===== config.mk =====
export PLATFORM = sky130hd
export DESIGN_NAME = uart_rx_unit
export DESIGN_NICKNAME = d
export VERILOG_FILES = /design/src/hdl/uart_rx_pkg.sv /design/src/hdl/uart_rx_unit.sv
export SDC_FILE = /design/constraint.sdc
export NUM_CORES = 1
export LEC_CHECK = 0
export BUFFER_PORTS_ARGS = -buffer_cell sky130_fd_sc_hd__buf_2
export CORE_MARGIN = 4
export CORE_UTILIZATION = 60
export DETAILED_ROUTE_END_ITERATION = 8
export PLACE_DENSITY = 0.78
export SLEW_MARGIN = 20
export SYNTH_ARGS = -nofsm -noshare
export SYNTH_HDL_FRONTEND = slang
export SYNTH_SLANG_ARGS = --single-unit

===== constraint.sdc =====
create_clock -name clk_i -period 4.3 [get_ports clk_i]
set_input_delay 0.43 -clock clk_i [delete_from_list [all_inputs] [get_ports clk_i]]
set_output_delay 0.43 -clock clk_i [all_outputs]
set_load 0.02 [all_outputs]

===== src/hdl/uart_rx_pkg.sv =====
// Shared constants and types for the serial receive and transmit-end block
package uart_rx_pkg;
  // Register byte offsets on the APB slave
  localparam logic [11:0] MODE_OFF = 12'h000;    // mode_control_reg
  localparam logic [11:0] TSTAT_OFF = 12'h004;   // transmit_status_reg
  localparam logic [11:0] ERR_OFF = 12'h008;     // rx_error_status
  localparam logic [11:0] TXBUF_OFF = 12'h00C;   // transmit_buffer
  localparam logic [11:0] RXBUF_OFF = 12'h010;   // receive_buffer
  localparam logic [11:0] BAUD_OFF = 12'h014;    // baud divisor
  // mode_control_reg fields
  localparam int UNIT_BIT = 7;
  localparam int TXON_BIT = 6;
  localparam int RXON_BIT = 5;
  localparam int PAR_LSB = 3;
  localparam int LEN8_BIT = 2;
  localparam int STOP2_BIT = 1;
  localparam int MERGE_BIT = 0;
  localparam logic [7:0] MODE_RST = 8'h01;
  // rx_error_status fields
  localparam int PE_BIT = 2;
  localparam int FE_BIT = 1;
  localparam int OVE_BIT = 0;
  // Parity types
  localparam logic [1:0] PAR_NONE = 2'b00;
  localparam logic [1:0] PAR_ZERO = 2'b01;
  localparam logic [1:0] PAR_ODD = 2'b10;
  localparam logic [1:0] PAR_EVEN = 2'b11;
  // Baud divisor: clocks per bit
  localparam logic [15:0] BAUD_RST = 16'h00AE;
  typedef enum logic [3:0] {
    RX_IDLE = 4'b0001,
    RX_START = 4'b0010,
    RX_BITS = 4'b0100,
    RX_STOP = 4'b1000
  } rx_state_t;
  typedef enum logic [2:0] {
    TX_IDLE = 3'b001,
    TX_SHIFT = 3'b010,
    TX_LOAD = 3'b100
  } tx_state_t;
  typedef struct packed {
    logic done;
    logic error;
  } rx_irq_t;
endpackage


===== src/hdl/uart_rx_unit.sv =====
// Serial receiver with error flags and transmitter with continuous-send status
`timescale 1ns/1ps
module uart_rx_unit (
  input wire logic clk_i,
  input wire logic rst_n_i,
  input wire logic psel_i,
  input wire logic penable_i,
  input wire logic pwrite_i,
  input wire logic [11:0] paddr_i,
  input wire logic [31:0] pwdata_i,
  output logic [31:0] prdata_o,
  output logic pready_o,
  output logic pslverr_o,
  input wire logic serial_in_pin_i,
  output logic serial_out_o,
  output logic tx_done_irq_o,
  output uart_rx_pkg::rx_irq_t rx_irq_o
);
  import uart_rx_pkg::*;

  logic [7:0] mode_reg;
  logic [15:0] baud_reg;
  logic [2:0] err_reg;
  logic [7:0] rx_buf_reg;
  logic rx_buf_unread_reg;
  logic [7:0] tx_buf_reg;
  logic tx_full_reg;
  logic tx_busy_reg;
  logic [1:0] rx_sync_reg;
  logic rx_prev_reg;
  rx_state_t rx_state_reg;
  logic [15:0] rx_cnt_reg;
  logic [3:0] rx_idx_reg;
  logic [8:0] rx_shift_reg;
  tx_state_t tx_state_reg;
  logic [15:0] tx_cnt_reg;
  logic [3:0] tx_idx_reg;
  logic [11:0] tx_shift_reg;
  logic [3:0] tx_bits_reg;

  logic rx_line;
  logic unit_on, tx_on, rx_on, merge;
  logic [1:0] par_type;
  logic [3:0] data_bits;
  logic [3:0] rx_last;
  logic access, wr, rd;
  logic rx_mid, rx_end, tx_tick;
  logic frame_done, par_err, frm_err, ovr_err, any_err;
  logic [7:0] rx_data;
  logic [15:0] half_baud;
  logic tx_ones;
  logic tx_slot;
  logic [11:0] tx_frame;

  assign rx_line = rx_sync_reg[1];
  assign unit_on = mode_reg[UNIT_BIT];
  assign tx_on = unit_on & mode_reg[TXON_BIT];
  assign rx_on = unit_on & mode_reg[RXON_BIT];
  assign merge = mode_reg[MERGE_BIT];
  assign par_type = mode_reg[PAR_LSB +: 2];
  assign data_bits = mode_reg[LEN8_BIT] ? 4'd8 : 4'd7;
  // Index of the stop bit, which follows the parity bit when present
  assign rx_last = (par_type == PAR_NONE) ? data_bits : data_bits + 4'd1;
  assign access = psel_i & penable_i & pready_o;
  assign wr = access & pwrite_i;
  assign rd = access & ~pwrite_i;
  assign half_baud = {1'b0, baud_reg[15:1]};
  assign rx_mid = (rx_cnt_reg == half_baud);
  assign rx_end = (rx_cnt_reg == baud_reg - 16'd1);
  assign tx_tick = (tx_cnt_reg == baud_reg - 16'd1);

  // Pin synchroniser; only the second stage is looked at
  always_ff @(posedge clk_i or negedge rst_n_i) begin
    if (!rst_n_i) begin
      rx_sync_reg <= 2'b11;
      rx_prev_reg <= 1'b1;
    end else begin
      rx_sync_reg <= {rx_sync_reg[0], serial_in_pin_i};
      rx_prev_reg <= rx_line;
    end
  end

  // APB slave: zero wait states, unmapped reads return zero with pslverr
  always_ff @(posedge clk_i or negedge rst_n_i) begin
    if (!rst_n_i) begin
      pready_o <= 1'b0;
      prdata_o <= 32'h0000_0000;
      pslverr_o <= 1'b0;
    end else begin
      pready_o <= psel_i & ~penable_i;
      pslverr_o <= 1'b0;
      prdata_o <= 32'h0000_0000;
      if (psel_i & ~penable_i) begin
        unique case (paddr_i)
          MODE_OFF: prdata_o <= {24'h00_0000, mode_reg};
          TSTAT_OFF: prdata_o <= {30'h0000_0000, tx_full_reg, tx_busy_reg};
          ERR_OFF: prdata_o <= {29'h0000_0000, err_reg};
          TXBUF_OFF: prdata_o <= {24'h00_0000, tx_buf_reg};
          RXBUF_OFF: prdata_o <= {24'h00_0000, rx_buf_reg};
          BAUD_OFF: prdata_o <= {16'h0000, baud_reg};
          default: pslverr_o <= 1'b1;
        endcase
      end
    end
  end

  always_ff @(posedge clk_i or negedge rst_n_i) begin
    if (!rst_n_i) begin
      mode_reg <= MODE_RST;
      baud_reg <= BAUD_RST;
    end else if (wr) begin
      if (paddr_i == MODE_OFF) mode_reg <= pwdata_i[7:0];
      if (paddr_i == BAUD_OFF) baud_reg <= (pwdata_i[15:0] < 16'd2) ? 16'd2 : pwdata_i[15:0];
    end
  end

  // Receiver
  assign frame_done = rx_on && rx_state_reg == RX_STOP && rx_mid;
  assign rx_data = mode_reg[LEN8_BIT] ? rx_shift_reg[7:0] : {1'b0, rx_shift_reg[6:0]};
  always_comb begin
    par_err = 1'b0;
    if (par_type == PAR_EVEN) par_err = ^{rx_data, rx_shift_reg[8]};
    if (par_type == PAR_ODD) par_err = ~^{rx_data, rx_shift_reg[8]};
  end
  assign frm_err = ~rx_line;
  assign ovr_err = rx_buf_unread_reg;
  assign any_err = par_err | frm_err | ovr_err;

  always_ff @(posedge clk_i or negedge rst_n_i) begin
    if (!rst_n_i) begin
      rx_state_reg <= RX_IDLE;
      rx_cnt_reg <= 16'h0000;
      rx_idx_reg <= 4'h0;
      rx_shift_reg <= 9'h000;
    end else if (!rx_on) begin
      rx_state_reg <= RX_IDLE;
      rx_cnt_reg <= 16'h0000;
      rx_idx_reg <= 4'h0;
    end else begin
      rx_cnt_reg <= rx_end ? 16'h0000 : rx_cnt_reg + 16'd1;
      unique case (rx_state_reg)
        RX_IDLE: begin
          rx_cnt_reg <= 16'h0000;
          if (rx_prev_reg & ~rx_line) begin
            // The detection cycle is already the first clock of the start bit,
            // so counting from one puts every sample at the centre of its bit
            rx_cnt_reg <= 16'h0001;
            rx_state_reg <= RX_START;
          end
        end
        RX_START: if (rx_mid) begin
          rx_idx_reg <= 4'h0;
          rx_state_reg <= rx_line ? RX_IDLE : RX_BITS;
        end
        RX_BITS: if (rx_mid) begin
          // Data bits land LSB first; the parity bit goes to bit 8
          if (rx_idx_reg < data_bits) rx_shift_reg[rx_idx_reg[2:0]] <= rx_line;
          else rx_shift_reg[8] <= rx_line;
          rx_idx_reg <= rx_idx_reg + 4'd1;
          if (rx_idx_reg == rx_last - 4'd1) rx_state_reg <= RX_STOP;
        end
        RX_STOP: if (rx_mid) rx_state_reg <= RX_IDLE;
        default: rx_state_reg <= RX_IDLE;
      endcase
    end
  end

  // Buffer, error flags and receive interrupts; a new error wins over the read clear
  always_ff @(posedge clk_i or negedge rst_n_i) begin
    if (!rst_n_i) begin
      rx_buf_reg <= 8'h00;
      rx_buf_unread_reg <= 1'b0;
      err_reg <= 3'b000;
      rx_irq_o <= '0;
    end else begin
      rx_irq_o <= '0;
      // Only what the read returned is cleared: a flag set after the setup cycle
      // was never seen by the host and must survive until the next read
      if (rd && paddr_i == ERR_OFF) err_reg <= err_reg & ~prdata_o[2:0];
      if (rd && paddr_i == RXBUF_OFF) rx_buf_unread_reg <= 1'b0;
      if (frame_done) begin
        if (!ovr_err) begin
          rx_buf_reg <= rx_data;
          rx_buf_unread_reg <= 1'b1;
        end
        if (any_err) begin
          err_reg <= (rd && paddr_i == ERR_OFF ? err_reg & ~prdata_o[2:0] : err_reg)
                     | {par_err, frm_err, ovr_err};
        end
        rx_irq_o.done <= ~any_err | merge;
        rx_irq_o.error <= any_err & ~merge;
      end
    end
  end

  // Frame image, LSB first: start, data, parity slot, then ones for the stop bits.
  // Without parity the slot itself is the first stop bit.
  assign tx_ones = (^tx_buf_reg[6:0]) ^ (mode_reg[LEN8_BIT] & tx_buf_reg[7]);
  always_comb begin
    tx_slot = 1'b1;
    if (par_type == PAR_EVEN) tx_slot = tx_ones;
    if (par_type == PAR_ODD) tx_slot = ~tx_ones;
    if (par_type == PAR_ZERO) tx_slot = 1'b0;
    tx_frame = {2'b11, tx_slot, tx_buf_reg, 1'b0};
    if (!mode_reg[LEN8_BIT]) tx_frame = {3'b111, tx_slot, tx_buf_reg[6:0], 1'b0};
  end

  // Transmitter: buffer-full and shifting status through continuous sending
  always_ff @(posedge clk_i or negedge rst_n_i) begin
    if (!rst_n_i) begin
      tx_state_reg <= TX_IDLE;
      tx_buf_reg <= 8'h00;
      tx_full_reg <= 1'b0;
      tx_busy_reg <= 1'b0;
      tx_cnt_reg <= 16'h0000;
      tx_idx_reg <= 4'h0;
      tx_bits_reg <= 4'h0;
      tx_shift_reg <= 12'hFFF;
      serial_out_o <= 1'b1;
      tx_done_irq_o <= 1'b0;
    end else if (!tx_on) begin
      // Disabling flushes the transmitter without a done interrupt
      tx_state_reg <= TX_IDLE;
      tx_full_reg <= 1'b0;
      tx_busy_reg <= 1'b0;
      tx_cnt_reg <= 16'h0000;
      serial_out_o <= 1'b1;
      tx_done_irq_o <= 1'b0;
    end else begin
      tx_done_irq_o <= 1'b0;
      if (wr && paddr_i == TXBUF_OFF) begin
        tx_buf_reg <= pwdata_i[7:0];
        tx_full_reg <= 1'b1;
      end
      unique case (tx_state_reg)
        TX_IDLE: if (tx_full_reg) tx_state_reg <= TX_LOAD;
        TX_LOAD: begin
          tx_shift_reg <= tx_frame;
          tx_bits_reg <= 4'd2 + data_bits + (par_type != PAR_NONE ? 4'd1 : 4'd0)
                         + (mode_reg[STOP2_BIT] ? 4'd1 : 4'd0);
          tx_idx_reg <= 4'h0;
          tx_cnt_reg <= 16'h0000;
          tx_full_reg <= (wr && paddr_i == TXBUF_OFF);
          tx_busy_reg <= 1'b1;
          tx_state_reg <= TX_SHIFT;
        end
        TX_SHIFT: begin
          serial_out_o <= tx_shift_reg[tx_idx_reg];
          tx_cnt_reg <= tx_tick ? 16'h0000 : tx_cnt_reg + 16'd1;
          if (tx_tick) begin
            tx_idx_reg <= tx_idx_reg + 4'd1;
            if (tx_idx_reg == tx_bits_reg - 4'd1) begin
              tx_done_irq_o <= 1'b1;
              serial_out_o <= 1'b1;
              if (tx_full_reg) begin
                tx_state_reg <= TX_LOAD;
              end else begin
                tx_busy_reg <= 1'b0;
                tx_state_reg <= TX_IDLE;
              end
            end
          end
        end
        default: tx_state_reg <= TX_IDLE;
      endcase
    end
  end
endmodule


Word level (Yosys, flattened, before mapping)
Cells that the tools add are included.
{ "word_totals": {"ff_bits": 159, "latch_bits": 0, "ram_bits": 0, "romBits": 0, "input_bits": 50, "elab_cells": 199, "mem_count": 0} }
{ "classes": {"n_addsub": 11, "multipliers": 0, "div": 0, "order_cmp": 5, "eq_ne": 34, "n_shift": 0, "n_mux": 72, "n_bitwise": 24, "n_reduce_logical": 26} }
{ "ops": {"columns": ["op", "count"], "rows": [
  ["$mux 16", 7],
  ["$pmux 16 s6", 1],
  ["$mux 4", 12],
  ["$add 16x1->16 const B", 2],
  ["$eq 16x16->1", 2],
  ["$pmux 16 s2", 1],
  ["$mux 1", 31],
  ["$mux 3", 9],
  ["$ne 3x3->1 const B", 9],
  ["$eq 12x4->1 const B", 2],
  ["$eq 12x5->1 const B", 2],
  ["$eq 16x15->1", 1],
  ["$lt 16x2->1 const B", 1],
  ["$pmux 4 s2", 2],
  ["$pmux 4 s4", 1],
  ["$sub 16x1->16 const B", 1],
  ["$add 4x1->4 const B", 3],
  ["$eq 12x3->1 const B", 1],
  ["$logic_not 12->1", 1],
  ["$reduce_and 3->1", 4],
  ["$and 1x1->1", 10],
  ["$mux 10", 1],
  ["$reduce_and 2->1", 5],
  ["$bwmux 9", 1],
  ["other kinds (41)", 62]
]} }

Longest topological paths before layout
Gate-level depths: netlist (run 1).
{ "logic_depth": {"word_depth": 9, "mapped_depth": 12} }

Worst setup path after synthesis (run 1)
Ideal clock, no wire load.
{ "synth_path": {"path_type": "reg2reg", "start": "register baud_reg[0]", "end": "register tx_cnt_reg[10]", "setup_time_ps": 137, "t_arrival_ps": 3055, "path_slack_ps": 1108, "stages_incl_launch_ff": 13, "synth_period_minus_slack_ps": 3192, "cell_sequence": "dfrtp_1 -> clkbuf_1 -> inv_1 -> ha_1 -> or4b_2 -> or3_1 -> clkbuf_1 -> mux2i_1 -> nand3_1 -> or4_4 -> o21ai_4 -> buf_6 -> a21oi_1"} }
{ "synth_between": {"elab_chain_cells": 5} }
{ "synth_lines": {"columns": ["item", "line", "rtl"], "rows": [
  ["start, declared", "uart_rx_unit.sv:22", "logic [15:0] baud_reg;"],
  ["start signal, assigned", "uart_rx_unit.sv:113", "if (paddr_i == BAUD_OFF) baud_reg <= (pwdata_i[15:0] < 16'd2) ? 16'd2 : pwdata_i[15:0];"],
  ["$sub 16x1->16", "uart_rx_unit.sv:70", "assign tx_tick = (tx_cnt_reg == baud_reg - 16'd1);"],
  ["$eq 16x16->1", "uart_rx_unit.sv:70", null],
  ["$mux 16", "uart_rx_unit.sv:249", "tx_cnt_reg <= tx_tick ? 16'h0000 : tx_cnt_reg + 16'd1;"],
  ["$pmux 16 s2", "uart_rx_unit.sv:235", "unique case (tx_state_reg)"],
  ["$mux 16", "uart_rx_unit.sv:221", "end else if (!tx_on) begin"],
  ["end signal, assigned", "uart_rx_unit.sv:249", null],
  ["end, declared", "uart_rx_unit.sv:36", "logic [15:0] tx_cnt_reg;"]
]} }
No other way between the ends.
A chain may end at the register's enable or synchronous reset.

Worst setup path in the final report (run 1)
{ "layout_path": {"start": "register baud_reg[0]", "end": "register tx_cnt_reg[2]"} }
The elaborated chain is that of the path after synthesis.

==> flow_metrics.py, run 1 <==
metrics = {
    "pwr": {
        "ir_worst_vdd_mv": 0.283,
        "clkPwrFrac": 0.528,
        "p_sw_mw": 0.641,
        "p_leak_nw": 4.17,
        "p_sw_frac": 0.214,
        "pwr-share-seq": 0.445,
        "intPower_mw": 2.35,
        "pwr-share-comb": 0.026,
        "power_density_nw_per_um2": 326,
    },
    "synthesis": {
        "synth_edf_count": 0,
        "ys_async_sr_fraction": 1.00,
        "synth_seq_cells": 141,
        "yosysWarningCount": 0,
        "synthFlopType": "dfrtp_1",
        "synth.avg_cell_area_um2": 9.80,
        "syn-cell-area_um2": 8260,
        "synth_cell_types": 77,
        "synth-seq-area-share": 0.430,
        "syn_inst": 843,
    },
    "clocking": {
        "cts_setup_buffers": 0,
        "clock_sinks": 141,
        "path_clk_slew_ns": 0.06,
        "cts_tree": "done",
        "clockBufferDepth": 2,
        "clock_latency_ns": 0.42,
        "cts_resized": 0,
        "cts_buffers": 17,
        "cts_htree_levels": 4,
        "hold_buffers": 0,
        "clock-root-buffer": "clkbuf_16",
    },
    "critical_path": {
        "cp_data_arrival_time_ns": 3.79,
        "cp_max_fo": 15,
        "slowest_delay_ns": 0.61,
        "endpoint_kind": "flip-flop",
        "slowest_stage": "or4_4",
        "crit_family": "simple AND/OR/NAND/NOR gates",
        "crit_type": "reg2reg",
        "crit_path_start_kind": "flip-flop",
        "worstPathRequired_ns": 4.57,
        "cp_cell_sequence": "inv_1, ha_1, or4b_2, nor4_1, xnor3_1, nand3_1, or4_4, o21ai_4, o311ai_0",
        "cp_num_buf_inv": 1,
    },
    "place": {
        "place_area_um2": 8540,
        "place_hpwl_um": 14800,
        "place_congestion": 0.910,
        "io_buffer_count": 55,
    },
    "sta": {
        "whs_ns": 0.102,
        "worstMarginPinSlew_ns": 0.936,
        "maxSlewViolCount": 0,
        "timing.setup.tns_ns": 0,
        "fin_crit_ns": 3.51,
        "rsz0062_at_grt": "false",
        "fmax_ghz": 0.285,
        "finClkSkew_ns": 0.00712,
        "finalSetupViolCount": 0,
        "finalHoldViolations": 0,
        "fin_crit_sh": 0.817,
        "maxSlewHeadroom": 0.376,
    },
    "drt": {
        "antenna_left": 0,
        "avgRoutedWirePerCell_um": 19.7,
        "wl_met3_um": 1320,
        "vias_per_cell": 6.24,
        "wirelength_met1_um": 8390,
        "drt_iter0_drc": 652,
        "drc": 0,
        "topRoutingLayerUsed": "met4",
        "num_vias": 6626,
        "met2_length_um": 10600,
        "firstDrtPassIters": 6,
        "wl_um": 20900,
    },
    "floorplan": {
        "start_util": 0.619,
        "row_count": 42,
        "coreArea_um2": 13300,
        "die_width_um": 125,
        "die_h_um": 125,
        "die_area_um2": 15700,
        "num_io_pins": 88,
    },
    "global_routing": {
        "grt_max_degree": 104,
        "grt.overflow.total": 0,
        "antenna_found_initial": 0,
        "grt_util_all_layers": 0.271,
        "grt_pass1_vias": 6833,
        "grt_pass1_wl_um": 34300,
    },
    "cells_and_area": {
        "area_growth_pct": 11.2,
        "drive_above_1_share": 0.210,
        "finalNetCount": 936,
        "final_cell_mix": "dfrtp_1 (119), nand2_1 (78), xnor2_1 (60), nor2_1 (58), buf_2 (54)",
        "fin_area_um2": 9190,
        "diodes": 0,
        "fillers": 1012,
        "final_common_cell": "dfrtp_1",
    },
    "job": {
        "maxCapViolations": 0,
    },
    "run_status": {
        "status": "finished clean",
    },
    "worst_hold_path": {
        "hp-class": "in2reg",
    },
}
## stage by stage
step	utilization	std cells	setup WS [ns]	power, mW
2_1_floorplan	-	858	1.11	1.39
6_report	0.688	1062	0.788	3.00
4_1_cts	0.688	1062	0.818	3.00
5_1_grt	0.688	1062	0.477	3.08
3_5_place_dp	0.640	1030	0.819	1.44
3_3_place_gp	0.640	1030	0.871	1.43
## worst reg2reg max path: stages, from the launching register on
cell and delay (ns):
dfrtp_1 0.50, inv_1 0.12, ha_1 0.17, or4b_2 0.60, nor4_1 0.45, xnor3_1 0.25, nand3_1 0.12, or4_4 0.61
o21ai_4 0.39, o311ai_0 0.19
## layer usage
metal / up-vias / global-route usage
met5: - / 0
met4: 0 / 0.105
met3: 42 / 0.0584
met2: 270 / 0.457
met1: 3308 / 0.343
li1: 3006 / -
## power by group through the flow
stage / clock, mW / combinational [mW] / sequential, mW
floorplan: 0 / 0.0346 / 1.36
global placement: 0 / 0.0759 / 1.36
detailed placement: 0 / 0.0778 / 1.36
CTS: 1.59 / 0.0787 / 1.33
global route: 1.66 / 0.0874 / 1.33
finish: 1.58 / 0.0784 / 1.33
## path summary, 6_finish.rpt
check,start,endpoint,slack [ns],cells past startpoint
setup / recovery,baud_reg[0],tx_cnt_reg[2],0.79,9
hold / removal,serial_in_pin_i,rx_sync_reg[0],0.10,1
setup reg to reg,baud_reg[0],tx_cnt_reg[2],0.79,9
hold reg to reg,rx_sync_reg[0],rx_sync_reg[1],0.36,0
max in group asynchronous,rst_n_i,tx_shift_reg[4],3.07,2
min in group asynchronous,rst_n_i,rx_cnt_reg[14],0.11,1
## cells by family after synthesis
logic type,count (synthesis),synth area share
AO/OA/AOI/OAI,127,0.102
XOR/XNOR,105,0.122
adder cells (fa/ha/maj),13,0.0206
buffers and inverters,93,0.0527
flip-flops,141,0.430
multiplexers,60,0.0833
other,1,0.000454
AND/OR/NAND/NOR,303,0.188
## cell usage after synthesis (all sizes together) (3+ instances only)
master	n	area share
ha	12	0.018
dfstp	22	0.070
nand3	34	0.021
inv	27	0.012
o21ai	30	0.020
mux2i	8	0.0097
a21oi	34	0.021
nand2	78	0.035
a22oi	17	0.015
or2	6	0.0045
or4	4	0.0050
nor3	17	0.011
a2111oi	3	0.0033
a22o	3	0.0032
nor2b	5	0.0038
xnor2	61	0.066
nor4b	3	0.0032
buf	24	0.021
nor3b	7	0.0064
mux2	50	0.068
nand2b	11	0.0083
o211ai	8	0.0073
clkbuf	41	0.019
xnor3	6	0.016
and3	23	0.017
nor4	22	0.017
dfrtp	119	0.36
or3	7	0.0053
xor2	38	0.040
nand3b	4	0.0036
a31oi	6	0.0045
nand4	10	0.0076
nor2	58	0.026
and2	7	0.0053
## cell type report
| cell class | count | area [µm²] | share of cell area |
|---|---|---|---|
| Clock inverter | 12 | 185 | 0.0202 |
| Inverter | 28 | 105 | 0.0114 |
| Multi-Input combinational cell | 624 | 4340 | 0.472 |
| Sequential cell | 141 | 3560 | 0.387 |
| Timing Repair Buffer | 61 | 327 | 0.0355 |
| Tap cell | 176 | 220 | 0.0240 |
| Clock buffer | 20 | 457 | 0.0497 |
(Power assumes the default switching activity.)
==> run 2, diff against run 1 <==
clock period = 3.32 ns   (was 4.3 ns; I/O delays follow)
==> flow_metrics.py, run 2 (synthesis results as in run 1) <==
metrics = {
    "floorplan": {
        "row_count": 42,
        "die_area_um2": 15700,
        "die_h_um": 125,
        "start_util": 0.619,
        "die_width_um": 125,
        "coreArea_um2": 13300,
        "num_io_pins": 88,
    },
    "critical_path": {
        "worst_r2r_endpoint": "tx_busy_reg",
        "cp_data_arrival_time_ns": 3.47,
        "rr_worst_depth": 9,
        "endpoint_kind": "flip-flop",
        "crit_type": "reg2reg",
        "cp_max_fo": 6,
        "worstPathRequired_ns": 3.60,
        "cp-endpoint": "tx_busy_reg",
        "rrSetupSlack_ns": 0.13,
        "crit_start": "baud_reg[6]",
        "regToRegStartpoint": "baud_reg[6]",
        "crit_path_start_kind": "flip-flop",
    },
    "cells_and_area": {
        "final_common_cell": "dfrtp_1",
        "area_growth_pct": 14.6,
        "diodes": 0,
        "fin_area_um2": 9470,
        "fin_util": 0.709,
        "fillers": 956,
        "drive_above_1_share": 0.236,
        "final_cell_mix": "dfrtp_1 (119), nand2_1 (78), xnor2_1 (60), nor2_1 (58), buf_2 (54)",
        "finalNetCount": 968,
    },
    "place": {
        "place_area_um2": 8770,
        "place_congestion": 0.946,
        "io_buffer_count": 55,
        "place_hpwl_um": 15000,
    },
    "pwr": {
        "p_sw_mw": 0.815,
        "pwr-share-comb": 0.027,
        "ir_worst_vdd_mv": 0.353,
        "p_sw_frac": 0.209,
        "pwr-share-seq": 0.443,
        "intPower_mw": 3.09,
        "clkPwrFrac": 0.530,
        "p_leak_nw": 4.37,
        "power_density_nw_per_um2": 412,
    },
    "drt": {
        "firstDrtPassIters": 5,
        "avgRoutedWirePerCell_um": 19.3,
        "wl_um": 21100,
        "drc": 0,
        "vias_per_cell": 6.16,
        "drt_iter0_drc": 519,
        "antenna_left": 0,
        "num_vias": 6743,
    },
    "clocking": {
        "clock_sinks": 141,
        "clock_latency_ns": 0.42,
        "cts_htree_levels": 4,
        "cts_tree": "done",
        "clockBufferDepth": 2,
        "cts_buffers": 17,
        "clock-root-buffer": "clkbuf_16",
        "path_clk_slew_ns": 0.06,
    },
    "worst_hold_path": {
        "hp-class": "in2async",
    },
    "sta": {
        "maxSlewHeadroom": 0.459,
        "finalHoldViolations": 19,
        "fin_crit_sh": 0.961,
        "finalSetupViolCount": 0,
        "rsz0062_at_grt": "false",
        "timing.setup.tns_ns": 0,
        "fmax_ghz": 0.313,
        "whs_ns": -0.0485,
        "maxSlewViolCount": 0,
        "fin_crit_ns": 3.19,
        "worstMarginPinSlew_ns": 0.811,
        "finClkSkew_ns": 0.00456,
    },
    "global_routing": {
        "antenna_found_initial": 0,
        "grt_pass1_vias": 6948,
        "grt_pass1_wl_um": 35100,
        "grt.overflow.total": 0,
        "grt_max_degree": 88,
        "grt_util_all_layers": 0.278,
    },
    "run_status": {
        "status": "complete, but fails checks",
        "violations": "hold timing",
    },
    "job": {
        "maxCapViolations": 0,
    },
}
-- run 2: cell types whose count changed in the layout (fill, tap and decap cells not counted), moves of 2 or more --
cell / change
buf_4: +29
clkinv_2: +3
clkinvlp_4: -3
buf_12: +2
clkbuf_8: +2
-- run 2: layout make-up --
| type | instances | area (µm²) | share of cell area |
|---|---|---|---|
| repair buffers | 93 | 594 | 0.0628 |
| flip-flops and latches | 141 | 3560 | 0.376 |
| clock buffers | 22 | 484 | 0.0512 |
| well taps | 176 | 220 | 0.0233 |
| clock inverters | 10 | 160 | 0.0169 |
| multi-input cells | 624 | 4350 | 0.459 |
| inverters | 28 | 105 | 0.0111 |
-- run 2: critical path, stage by stage, from the launching register on --
cell and delay [ns]:
dfrtp_1 0.46, buf_4 0.20, xnor2_1 0.27, or3b_2 0.50, a2111o_1 0.37, a2111oi_1 0.49
buf_4 0.21, and3_1 0.17, and3_1 0.25, a41oi_1 0.13
-- run 2: worst min-delay path by stage --
stage	slack (ns)	depth (start not counted)	from	end
CTS	0.002	1	rst_n_i	rx_cnt_reg[11]
detailed placement	0.35	0	rx_sync_reg[0]	rx_sync_reg[1]
global route	0.02	1	rst_n_i	rx_cnt_reg[9]
finish	-0.05	1	rst_n_i	rx_cnt_reg[9]
floorplan	0.04	0	rst_n_i	baud_reg[0]
global placement	0.35	0	rx_sync_reg[0]	rx_sync_reg[1]
-- run 2: per-stage QoR --
stage | setup WS, ns | total power [mW] | cells
after CTS | 0.112 | 3.92 | 1092
after global routing | 0.0144 | 4.02 | 1094
after floorplan | 0.128 | 1.80 | 858
after detailed placement | 0.130 | 1.86 | 1059
after global placement | 0.174 | 1.86 | 1059
final | 0.130 | 3.90 | 1094
-- run 2: timing repair --
action                                 in CTS  in global routing
hold buffers                                1                  0
endpoints found under the hold margin       1                  0
gates resized for setup                     0                  2
buffers inserted                            0                  2
setup endpoints to repair                   0                 26
-- run 2: per-layer routing --
metal / up-vias / global-route usage / part of all wire
met5: - / 0 / 0
li1: 3048 / - / -
met4: 0 / 0.140 / 0.039
met3: 67 / 0.0546 / 0.064
met1: 3328 / 0.346 / 0.40
met2: 300 / 0.463 / 0.49
-- run 2: power by group through the flow --
stage / Sequential (mW) / Clock (mW) / Combinational [mW]
6_report: 1.73 / 2.07 / 0.105
5_1_grt: 1.73 / 2.17 / 0.117
4_1_cts: 1.73 / 2.09 / 0.106
3_5_place_dp: 1.76 / 0 / 0.104
3_3_place_gp: 1.76 / 0 / 0.102
2_1_floorplan: 1.76 / 0 / 0.0448
